===== src/verilog/uoes_pkg.sv =====
// Constants, types and field layouts of the OUT endpoint status block.
package uoes_pkg;

  // ----------------------------------------------------------------------
  // Register indices; the byte address is four times the index.
  // ----------------------------------------------------------------------
  localparam logic [7:0] UOES_IDX_CTRL_LOW = 8'h14;
  localparam logic [7:0] UOES_IDX_CTRL_HIGH = 8'h15;
  localparam logic [7:0] UOES_IDX_INT_STATUS = 8'h16;
  localparam logic [7:0] UOES_IDX_INT_CLEAR = 8'h17;
  localparam logic [7:0] UOES_IDX_INT_ENABLE = 8'h18;
  localparam logic [7:0] UOES_IDX_FIFO_DATA = 8'h19;

  // ----------------------------------------------------------------------
  // Field positions of the low control register.
  // ----------------------------------------------------------------------
  localparam int UOES_LOW_READY = 0;
  localparam int UOES_LOW_FULL = 1;
  localparam int UOES_LOW_LOST = 2;
  localparam int UOES_LOW_DERR = 3;
  localparam int UOES_LOW_FLUSH = 4;
  localparam int UOES_LOW_STALL_REQ = 5;
  localparam int UOES_LOW_STALL_SENT = 6;
  localparam int UOES_LOW_CLR_TOGGLE = 7;

  // Field positions of the high control register.
  localparam int UOES_HIGH_ISO = 6;
  localparam int UOES_HIGH_DBL = 7;

  // Interrupt bit positions, shared by status, clear and enable.
  localparam int UOES_INT_READY = 0;
  localparam int UOES_INT_LOST = 1;
  localparam int UOES_INT_STALL = 2;
  localparam int UOES_INT_DERR = 3;

  // ----------------------------------------------------------------------
  // Reset values and FIFO geometry.
  // ----------------------------------------------------------------------
  localparam logic [7:0] UOES_RST_CTRL = 8'h00;
  localparam logic [3:0] UOES_RST_INT = 4'h0;
  localparam int UOES_PKT_BYTES = 64;
  localparam logic [6:0] UOES_PKT_MAX = 7'h40;
  localparam logic [1:0] UOES_CAP_DOUBLE = 2'h2;
  localparam logic [1:0] UOES_CAP_SINGLE = 2'h1;

  // Receive states, Gray coded along idle to take and idle to drop.
  typedef enum logic [1:0] {
    UOES_RX_IDLE = 2'b00,
    UOES_RX_TAKE = 2'b01,
    UOES_RX_DROP = 2'b10
  } uoes_rx_state_t;

  // Packet stream from the receive logic of the USB engine.
  typedef struct packed {
    logic valid;
    logic [7:0] data;
    logic eop;
    logic crc_err;
  } uoes_rx_t;

  // Handshake advice back to the USB engine.
  typedef struct packed {
    logic stall;
    logic nak;
    logic toggle;
  } uoes_hs_t;

endpackage : uoes_pkg


===== src/verilog/uoes_top.sv =====
// OUT endpoint control, status, packet FIFO and register slave.
`timescale 1ns/10ps
module uoes_top
  import uoes_pkg::*;
(
  // Clock and reset.
  input wire logic sys_clk_i,
  input wire logic rst_i,
  // Avalon-MM slave.
  input wire logic [7:0] avs_address_i,
  input wire logic avs_read_i,
  input wire logic avs_write_i,
  input wire logic [3:0] avs_byteenable_i,
  input wire logic [31:0] avs_writedata_i,
  output logic [31:0] avs_readdata_o,
  output logic avs_waitrequest_o,
  // Packet stream from the USB engine.
  input wire uoes_rx_t rx_i,
  // Handshake advice and interrupt.
  output uoes_hs_t hs_o,
  output logic irq_o
);

  // ----------------------------------------------------------------------
  // Declarations.
  // ----------------------------------------------------------------------
  logic wait_ff;
  logic [31:0] rdata_ff;
  logic acc;
  logic wr_acc;
  logic rd_acc;
  logic [7:0] widx;
  logic [7:0] wbyte;

  logic ready_ff;
  logic lost_ff;
  logic derr_ff;
  logic flush_ff;
  logic stall_req_ff;
  logic stall_sent_ff;
  logic iso_ff;
  logic dbl_ff;
  logic toggle_ff;
  logic [3:0] int_stat_ff;
  logic [3:0] int_en_ff;
  logic irq_ff;
  uoes_hs_t hs_ff;

  uoes_rx_state_t rx_state_ff;
  logic [6:0] wr_ptr_ff;
  logic [6:0] rd_ptr_ff;
  logic wr_slot_ff;
  logic rd_slot_ff;
  logic [1:0] pkt_cnt_ff;
  logic [6:0] len_ff [0:1];
  logic [7:0] mem_ff [0:1][0:UOES_PKT_BYTES-1];

  logic [1:0] cap;
  logic space;
  logic full;
  logic stall_act;
  logic admit;
  logic byte_take;
  logic commit;
  logic lost_ev;
  logic stall_ev;
  logic derr_ev;
  logic unload;
  logic pop;
  logic fifo_pop_byte;
  logic nxt_ready;
  logic [3:0] ev;
  logic [7:0] low_view;
  logic [7:0] high_view;
  logic [7:0] fifo_byte;

  // ----------------------------------------------------------------------
  // Bus slave: one wait state, then the access takes effect.
  // ----------------------------------------------------------------------

  // The access completes at the edge where waitrequest is seen low.
  assign acc = (avs_read_i | avs_write_i) & ~wait_ff;
  assign wr_acc = acc & avs_write_i & avs_byteenable_i[0];
  assign rd_acc = acc & avs_read_i;
  assign widx = {2'b00, avs_address_i[7:2]};
  assign wbyte = avs_writedata_i[7:0];

  // Waitrequest drops for exactly one cycle per request.
  always_ff @(posedge sys_clk_i or posedge rst_i) begin
    if (rst_i) begin
      wait_ff <= 1'b1;
    end else begin
      wait_ff <= ~((avs_read_i | avs_write_i) & wait_ff);
    end
  end

  // Read views of the two control registers; unused bits and the toggle clear bit read zero.
  assign low_view = {1'b0, stall_sent_ff, stall_req_ff, flush_ff,
                     derr_ff, lost_ff, full, ready_ff};
  assign high_view = {dbl_ff, iso_ff, 6'h00};
  assign fifo_byte = mem_ff[rd_slot_ff][rd_ptr_ff[5:0]];

  // Read data is captured in the wait cycle; unmapped indices read zero.
  always_ff @(posedge sys_clk_i or posedge rst_i) begin
    if (rst_i) begin
      rdata_ff <= 32'h0000_0000;
    end else if (avs_read_i & wait_ff) begin
      unique case (widx)
        UOES_IDX_CTRL_LOW: rdata_ff <= {24'h000000, low_view};
        UOES_IDX_CTRL_HIGH: rdata_ff <= {24'h000000, high_view};
        UOES_IDX_INT_STATUS: rdata_ff <= {28'h0000000, int_stat_ff};
        UOES_IDX_INT_ENABLE: rdata_ff <= {28'h0000000, int_en_ff};
        UOES_IDX_FIFO_DATA: rdata_ff <= {24'h000000, fifo_byte};
        default: rdata_ff <= 32'h0000_0000;
      endcase
    end
  end

  assign avs_readdata_o = rdata_ff;
  assign avs_waitrequest_o = wait_ff;

  // ----------------------------------------------------------------------
  // FIFO occupancy and receive admission.
  // ----------------------------------------------------------------------

  // Capacity is two packets with double buffering, else one.
  assign cap = dbl_ff ? UOES_CAP_DOUBLE : UOES_CAP_SINGLE;
  assign space = pkt_cnt_ff < cap;
  assign full = pkt_cnt_ff >= cap;
  // Stalling only applies to bulk and interrupt operation.
  assign stall_act = stall_req_ff & ~iso_ff;

  // A new packet is admitted only with room and no stall.
  assign admit = (rx_state_ff == UOES_RX_TAKE) |
                 ((rx_state_ff == UOES_RX_IDLE) & space & ~stall_act);
  assign byte_take = rx_i.valid & admit & (wr_ptr_ff < UOES_PKT_MAX);
  // A bad CRC is kept only in isochronous mode.
  assign commit = rx_i.eop & admit & (iso_ff | ~rx_i.crc_err);
  assign derr_ev = commit & iso_ff & rx_i.crc_err;
  // Without a stall, a packet that found no room is lost and flagged.
  assign lost_ev = rx_i.eop & ~stall_act & ~admit;
  assign stall_ev = rx_i.eop & stall_act;

  // Receive sequencer: take or drop the bytes of one packet.
  always_ff @(posedge sys_clk_i or posedge rst_i) begin
    if (rst_i) begin
      rx_state_ff <= UOES_RX_IDLE;
    end else if (rx_i.eop) begin
      rx_state_ff <= UOES_RX_IDLE;
    end else if (rx_i.valid & (rx_state_ff == UOES_RX_IDLE)) begin
      rx_state_ff <= admit ? UOES_RX_TAKE : UOES_RX_DROP;
    end
  end

  // Write pointer walks the bytes of the packet being received.
  always_ff @(posedge sys_clk_i or posedge rst_i) begin
    if (rst_i) begin
      wr_ptr_ff <= 7'h00;
    end else if (rx_i.eop) begin
      wr_ptr_ff <= 7'h00;
    end else if (byte_take) begin
      wr_ptr_ff <= wr_ptr_ff + 7'h01;
    end
  end

  // Packet storage in flip-flops; data needs no reset.
  always_ff @(posedge sys_clk_i) begin
    if (byte_take) begin
      mem_ff[wr_slot_ff][wr_ptr_ff[5:0]] <= rx_i.data;
    end
  end

  // Each committed packet records its length and moves the write slot.
  always_ff @(posedge sys_clk_i or posedge rst_i) begin
    if (rst_i) begin
      len_ff[0] <= 7'h00;
      len_ff[1] <= 7'h00;
      wr_slot_ff <= 1'b0;
    end else if (commit) begin
      len_ff[wr_slot_ff] <= wr_ptr_ff;
      wr_slot_ff <= ~wr_slot_ff;
    end
  end

  // ----------------------------------------------------------------------
  // Unloading, flushing and the read side.
  // ----------------------------------------------------------------------

  // Firmware writing zero to the ready bit releases the packet.
  assign unload = wr_acc & (widx == UOES_IDX_CTRL_LOW) &
                  ~wbyte[UOES_LOW_READY] & ready_ff;
  // A pending flush discards the next unread packet.
  assign pop = (unload | flush_ff) & (pkt_cnt_ff != 2'h0);
  assign fifo_pop_byte = rd_acc & (widx == UOES_IDX_FIFO_DATA) &
                         (pkt_cnt_ff != 2'h0) &
                         (rd_ptr_ff < len_ff[rd_slot_ff]);

  // Packet count rises on commit and falls on each release.
  always_ff @(posedge sys_clk_i or posedge rst_i) begin
    if (rst_i) begin
      pkt_cnt_ff <= 2'h0;
    end else begin
      pkt_cnt_ff <= pkt_cnt_ff + {1'b0, commit} - {1'b0, pop};
    end
  end

  // Read pointer is reset whenever a packet leaves the FIFO.
  always_ff @(posedge sys_clk_i or posedge rst_i) begin
    if (rst_i) begin
      rd_ptr_ff <= 7'h00;
      rd_slot_ff <= 1'b0;
    end else if (pop) begin
      rd_ptr_ff <= 7'h00;
      rd_slot_ff <= ~rd_slot_ff;
    end else if (fifo_pop_byte) begin
      rd_ptr_ff <= rd_ptr_ff + 7'h01;
    end
  end

  // Flush bit is set by software and ends by itself one cycle later.
  always_ff @(posedge sys_clk_i or posedge rst_i) begin
    if (rst_i) begin
      flush_ff <= 1'b0;
    end else if (flush_ff) begin
      flush_ff <= 1'b0;
    end else if (wr_acc & (widx == UOES_IDX_CTRL_LOW)) begin
      flush_ff <= wbyte[UOES_LOW_FLUSH];
    end
  end

  // ----------------------------------------------------------------------
  // Status flags.
  // ----------------------------------------------------------------------

  // Ready clears on release and re-arms while packets remain stored.
  always_comb begin
    nxt_ready = ready_ff;
    if (unload | flush_ff) begin
      nxt_ready = 1'b0;
    end else if (~ready_ff & (pkt_cnt_ff != 2'h0)) begin
      nxt_ready = 1'b1;
    end
  end

  always_ff @(posedge sys_clk_i or posedge rst_i) begin
    if (rst_i) begin
      ready_ff <= 1'b0;
    end else begin
      ready_ff <= nxt_ready;
    end
  end

  // Lost flag: a new loss wins over a software clear.
  always_ff @(posedge sys_clk_i or posedge rst_i) begin
    if (rst_i) begin
      lost_ff <= 1'b0;
    end else if (lost_ev) begin
      lost_ff <= 1'b1;
    end else if (wr_acc & (widx == UOES_IDX_CTRL_LOW) &
                 ~wbyte[UOES_LOW_LOST]) begin
      lost_ff <= 1'b0;
    end
  end

  // Data error clears when any stored packet is released or flushed; a new one wins.
  always_ff @(posedge sys_clk_i or posedge rst_i) begin
    if (rst_i) begin
      derr_ff <= 1'b0;
    end else if (derr_ev) begin
      derr_ff <= 1'b1;
    end else if (pop) begin
      derr_ff <= 1'b0;
    end
  end

  // Stall request and stall-sent flag.
  always_ff @(posedge sys_clk_i or posedge rst_i) begin
    if (rst_i) begin
      stall_req_ff <= 1'b0;
      stall_sent_ff <= 1'b0;
    end else begin
      if (wr_acc & (widx == UOES_IDX_CTRL_LOW)) begin
        stall_req_ff <= wbyte[UOES_LOW_STALL_REQ];
      end
      if (stall_ev) begin
        stall_sent_ff <= 1'b1;
      end else if (wr_acc & (widx == UOES_IDX_CTRL_LOW) &
                   ~wbyte[UOES_LOW_STALL_SENT]) begin
        stall_sent_ff <= 1'b0;
      end
    end
  end

  // High control register: mode and buffering selection.
  always_ff @(posedge sys_clk_i or posedge rst_i) begin
    if (rst_i) begin
      iso_ff <= UOES_RST_CTRL[UOES_HIGH_ISO];
      dbl_ff <= UOES_RST_CTRL[UOES_HIGH_DBL];
    end else if (wr_acc & (widx == UOES_IDX_CTRL_HIGH)) begin
      iso_ff <= wbyte[UOES_HIGH_ISO];
      dbl_ff <= wbyte[UOES_HIGH_DBL];
    end
  end

  // Data toggle flips per accepted packet; software may reset it.
  always_ff @(posedge sys_clk_i or posedge rst_i) begin
    if (rst_i) begin
      toggle_ff <= 1'b0;
    end else if (wr_acc & (widx == UOES_IDX_CTRL_LOW) &
                 wbyte[UOES_LOW_CLR_TOGGLE]) begin
      toggle_ff <= 1'b0;
    end else if (commit) begin
      toggle_ff <= ~toggle_ff;
    end
  end

  // ----------------------------------------------------------------------
  // Interrupts and handshake outputs.
  // ----------------------------------------------------------------------

  // Each ready rise, loss, stall and data error is an event.
  assign ev = {derr_ev, stall_ev, lost_ev, nxt_ready & ~ready_ff};

  // Sticky status: an event in the clear cycle keeps its bit.
  always_ff @(posedge sys_clk_i or posedge rst_i) begin
    if (rst_i) begin
      int_stat_ff <= UOES_RST_INT;
    end else if (wr_acc & (widx == UOES_IDX_INT_CLEAR)) begin
      int_stat_ff <= (int_stat_ff & ~wbyte[3:0]) | ev;
    end else begin
      int_stat_ff <= int_stat_ff | ev;
    end
  end

  // Interrupt enable register.
  always_ff @(posedge sys_clk_i or posedge rst_i) begin
    if (rst_i) begin
      int_en_ff <= UOES_RST_INT;
    end else if (wr_acc & (widx == UOES_IDX_INT_ENABLE)) begin
      int_en_ff <= wbyte[3:0];
    end
  end

  // Level interrupt while an enabled status bit is set.
  always_ff @(posedge sys_clk_i or posedge rst_i) begin
    if (rst_i) begin
      irq_ff <= 1'b0;
    end else begin
      irq_ff <= |(int_stat_ff & int_en_ff);
    end
  end

  // Handshake advice, registered for the USB engine.
  always_ff @(posedge sys_clk_i or posedge rst_i) begin
    if (rst_i) begin
      hs_ff <= '0;
    end else begin
      hs_ff.stall <= stall_act;
      hs_ff.nak <= ~space & ~stall_act;
      hs_ff.toggle <= toggle_ff;
    end
  end

  assign hs_o = hs_ff;
  assign irq_o = irq_ff;

endmodule : uoes_top


===== config.mk =====
export PLATFORM = sky130hd
export DESIGN_NAME = uoes_top
export DESIGN_NICKNAME = d
export VERILOG_FILES = /design/src/verilog/uoes_pkg.sv /design/src/verilog/uoes_top.sv
export SDC_FILE = /design/constraint.sdc
export NUM_CORES = 1
export LEC_CHECK = 0
export BUFFER_PORTS_ARGS = -buffer_cell sky130_fd_sc_hd__buf_2
export CELL_PAD_IN_SITES_DETAIL_PLACEMENT = 1
export CELL_PAD_IN_SITES_GLOBAL_PLACEMENT = 1
export CORE_ASPECT_RATIO = 0.6
export CORE_MARGIN = 3
export CORE_UTILIZATION = 45
export CTS_CLUSTER_SIZE = 14
export DETAILED_ROUTE_END_ITERATION = 6
export PLACE_DENSITY_LB_ADDON = 0.2
export RECOVER_POWER = 100
export SYNTH_ARGS = -nofsm -noshare
export SYNTH_HDL_FRONTEND = slang
export SYNTH_SLANG_ARGS = --single-unit

===== constraint.sdc =====
create_clock -name sys_clk_i -period 4.15 [get_ports sys_clk_i]
set_clock_uncertainty 0.05 [all_clocks]
set_input_delay 0.83 -clock sys_clk_i [delete_from_list [all_inputs] [get_ports sys_clk_i]]
set_output_delay 0.83 -clock sys_clk_i [all_outputs]
set_load 0.01 [all_outputs]

==> results.json <==
{
  "outcome": "finished, violations left",
  "violations": "capacitance limit, slew limit",
  "cp.required_ns": 4.42,
  "grt_pass1_vias": 23900,
  "clkSlewWorstSetupHoldPaths_ns": 0.07,
  "power_leakage_nw": 15.1,
  "netlist_instances": 2295,
  "synth-edff-count": 1024,
  "fin_crit_ns": 3.87,
  "cp.depth": 2,
  "port_buffers": 42,
  "ys_types": 75,
  "vias_per_cell": 6.02,
  "cap_violations": 14,
  "critPathMaxStageDelay_ns": 1.90,
  "tns_ns": 0,
  "crit_family": "buffers and inverters",
  "rsz0062_at_grt": "false",
  "rows": 87,
  "numCtsBuffers": 97,
  "crit_chain": "clkbuf_1 > clkbuf_4",
  "max_freq_ghz": 0.259,
  "fin_cells": 3861,
  "syn2layout_area_growth_pct": 11.4,
  "place_area_mm2": 0.0461,
  "synthFlopType": "edfxtp_1",
  "post_synth_instance_area_mm2": 0.0436,
  "first_pass_iters": 5,
  "gp_congestion": 0.836,
  "multiInputGateArea_mm2": 0.0101,
  "crit_path_end_kind": "flip-flop",
  "drive_gt1_frac": 0.175,
  "cts_tree": "done",
  "ys_top_cells_by_area": "edfxtp_1 (71%), mux4_2 (8.2%), mux2i_1 (4.6%)",
  "grt_pass1_wl_um": 172000,
  "dieArea_mm2": 0.101,
  "synth_top_area_cell": "edfxtp_1",
  "start_kind": "input port",
  "r2r_cells": 11,
  "wirelength_um": 119000,
  "worst-path-buf-inv": 2,
  "cts.repair.resized": 0,
  "htreeDepth": 3,
  "post_cts.repair.setup_buffers": 0,
  "setup_viol": 0,
  "cts_sinks": 1088,
  "holdPathStages": 2,
  "drc": 0,
  "max_slew.worst_pin.slew_ns": 3.73,
  "path_max_fanout": 81,
  "antenna_left": 0,
  "core_region_area_mm2": 0.0949,
  "antenna_found_initial": 2,
  "min_path_type": "input port to flip-flop",
  "wl_per_cell_um": 30.8,
  "grt_max_degree": 82,
  "relSlewSlack": -1.49,
  "clk_latency_ns": 0.69,
  "die_w_um": 408,
  "clock-root-buffer": "clkbuf_16",
  "ys_warn_count": 0,
  "p_per_area_mw_per_mm2": 470,
  "grt_use_total": 0.237,
  "hold_viol_final": 0,
  "via_count": 23200,
  "nNetsFinal": 2570,
  "gr-total-overflow": 0,
  "dp_cells": 3691,
  "area.sequential_mm2": 0.0324,
  "ys_async_sr_fraction": 0.0588,
  "critical_path_class": "input port to flip-flop",
  "drv_slew": 739,
  "cts_hold_buf": 0,
  "dpl.hpwl_um": 77800,
  "finalCritPeriodShare": 0.932,
  "crit_slowest_cell": "clkbuf_1",
  "initial_utilization": 0.459,
  "die_h_um": 247,
  "yosysTopAreaCellShare": 0.706,
  "ys_ff_latch": 1088,
  "post_synth.cell_area_avg_um2": 19.0,
  "ir_drop_v": 0.000381,
  "fillers": 8764,
  "io_pins": 96,
  "drt_iter0_drc": 2892,
  "final_area_mm2": 0.0485,
  "critPathArrivalTime_ns": 4.14,
  "cts_buffer_depth": 3,
  "synth_seq_area_share": 0.743
}
-- cells in the mapped netlist (all sizes together) (3+ instances only) --
| cell type | number |
|---|---|
| o31ai | 14 |
| and2 | 11 |
| mux2i | 202 |
| or3 | 5 |
| inv | 12 |
| buf | 94 |
| ha | 11 |
| nor2 | 165 |
| nand3b | 4 |
| xnor2 | 6 |
| a221o | 5 |
| nor2b | 13 |
| nand3 | 8 |
| nor3 | 8 |
| o211a | 4 |
| o211ai | 8 |
| o22ai | 7 |
| dfrtp | 63 |
| mux2 | 27 |
| edfxtp | 1024 |
| or4 | 3 |
| a21oi | 52 |
| a22oi | 28 |
| xor2 | 5 |
| o21ai | 38 |
| nand2 | 81 |
| clkbuf | 57 |
| nor4 | 8 |
| o221ai | 38 |
| o21a | 3 |
| a211oi | 27 |
| or2 | 12 |
| a221oi | 36 |
| a311oi | 6 |
| nand2b | 8 |
| mux4 | 173 |
| nand4 | 5 |
| and3 | 4 |
-- worst paths after layout --
path | start | endpoint | slack [ns]
worst max-delay path | rx_i[9] | mem_ff[0][303] | 0.28
worst min-delay path | avs_read_i | avs_waitrequest_o | 0.29
worst max register to register | pkt_cnt_ff[0] | mem_ff[0][202] | 0.35
worst min register to register | toggle_ff | hs_o[0] | 0.35
max in group asynchronous | rst_i | rd_slot_ff | 1.98
min in group asynchronous | rst_i | wr_ptr_ff[0] | 0.71
-- cells by family after synthesis --
| family | share of synthesized area |
|---|---|
| flip-flops | 0.743 |
| multiplexers | 0.144 |
| AND/OR/NAND/NOR | 0.0361 |
| AO/OA/AOI/OAI | 0.0460 |
| buffers and inverters | 0.0254 |
| adder cells (fa/ha/maj) | 0.00316 |
| XOR/XNOR | 0.00221 |
| other | 0.0000861 |
-- through the flow --
stage           util  total power [mW]  hold slack (ns)  setup WS, ns
3_5_place_dp   0.486              14.3            0.335         0.508
5_1_grt        0.511              23.5            0.269         0.136
6_report       0.511              22.8            0.290         0.283
4_1_cts        0.517              23.0            0.237         0.466
3_3_place_gp   0.486              14.3            0.331         0.518
2_1_floorplan      -              13.6            0.323         0.817
-- area by class of cell --
class | instances | area share
multi-input combinational | 1066 | 0.209
clock inverter | 45 | 0.00833
inverter | 13 | 0.00101
sequential | 1088 | 0.667
clock buffer | 124 | 0.0530
timing repair buffer | 234 | 0.0282
antenna | 1 | 0.0000516
tap | 1290 | 0.0333
-- layer usage --
| metal | routed length, µm | vias to the layer above | share of wire | GRT usage |
|---|---|---|---|---|
| met2 | 51100 | 880 | 0.43 | 0.342 |
| met1 | 55700 | 12500 | 0.47 | 0.373 |
| met3 | 9960 | 142 | 0.084 | 0.0481 |
| met5 | 0 | - | 0 | 0 |
| li1 | - | 9680 | - | - |
| met4 | 2190 | 0 | 0.018 | 0.0505 |
-- state kept, by name, summed over array words and instances, names as in the netlist, 2 cells and up --
name,flops
rx_state_ff,2
avs_readdata_o,8
rd_ptr_ff,7
len_ff,14
int_stat_ff,4
int_en_ff,4
pkt_cnt_ff,2
mem_ff,1024
wr_ptr_ff,7
hs_o,3
-- report_power, final --
| part | switching, mW | total [mW] | internal [mW] | leakage (nW) |
|---|---|---|---|---|
| registers | 0.116 | 12.3 | 12.1 | 10.0 |
| clock network | 3.97 | 8.71 | 4.74 | 1.46 |
| logic | 1.15 | 1.82 | 0.666 | 3.59 |
-- placed cells by master (no fill, tap or decap), drive strengths merged, types with 11 or more instances in the layout --
master	Yosys	routed
nand2	81	81
nor2b	13	13
o221ai	38	38
a211oi	27	27
mux2	27	27
edfxtp	1024	1024
inv	12	13
clkbuf	57	272
o21ai	38	38
mux4	173	173
clkinv	1	39
or2	12	12
a21oi	52	52
dfrtp	63	63
nor2	165	165
o31ai	14	14
buf	94	86
conb	1	24
mux2i	202	202
ha	11	11
a221oi	36	36
a22oi	28	28
and2	11	11
Power figures use the tool's default switching activity.
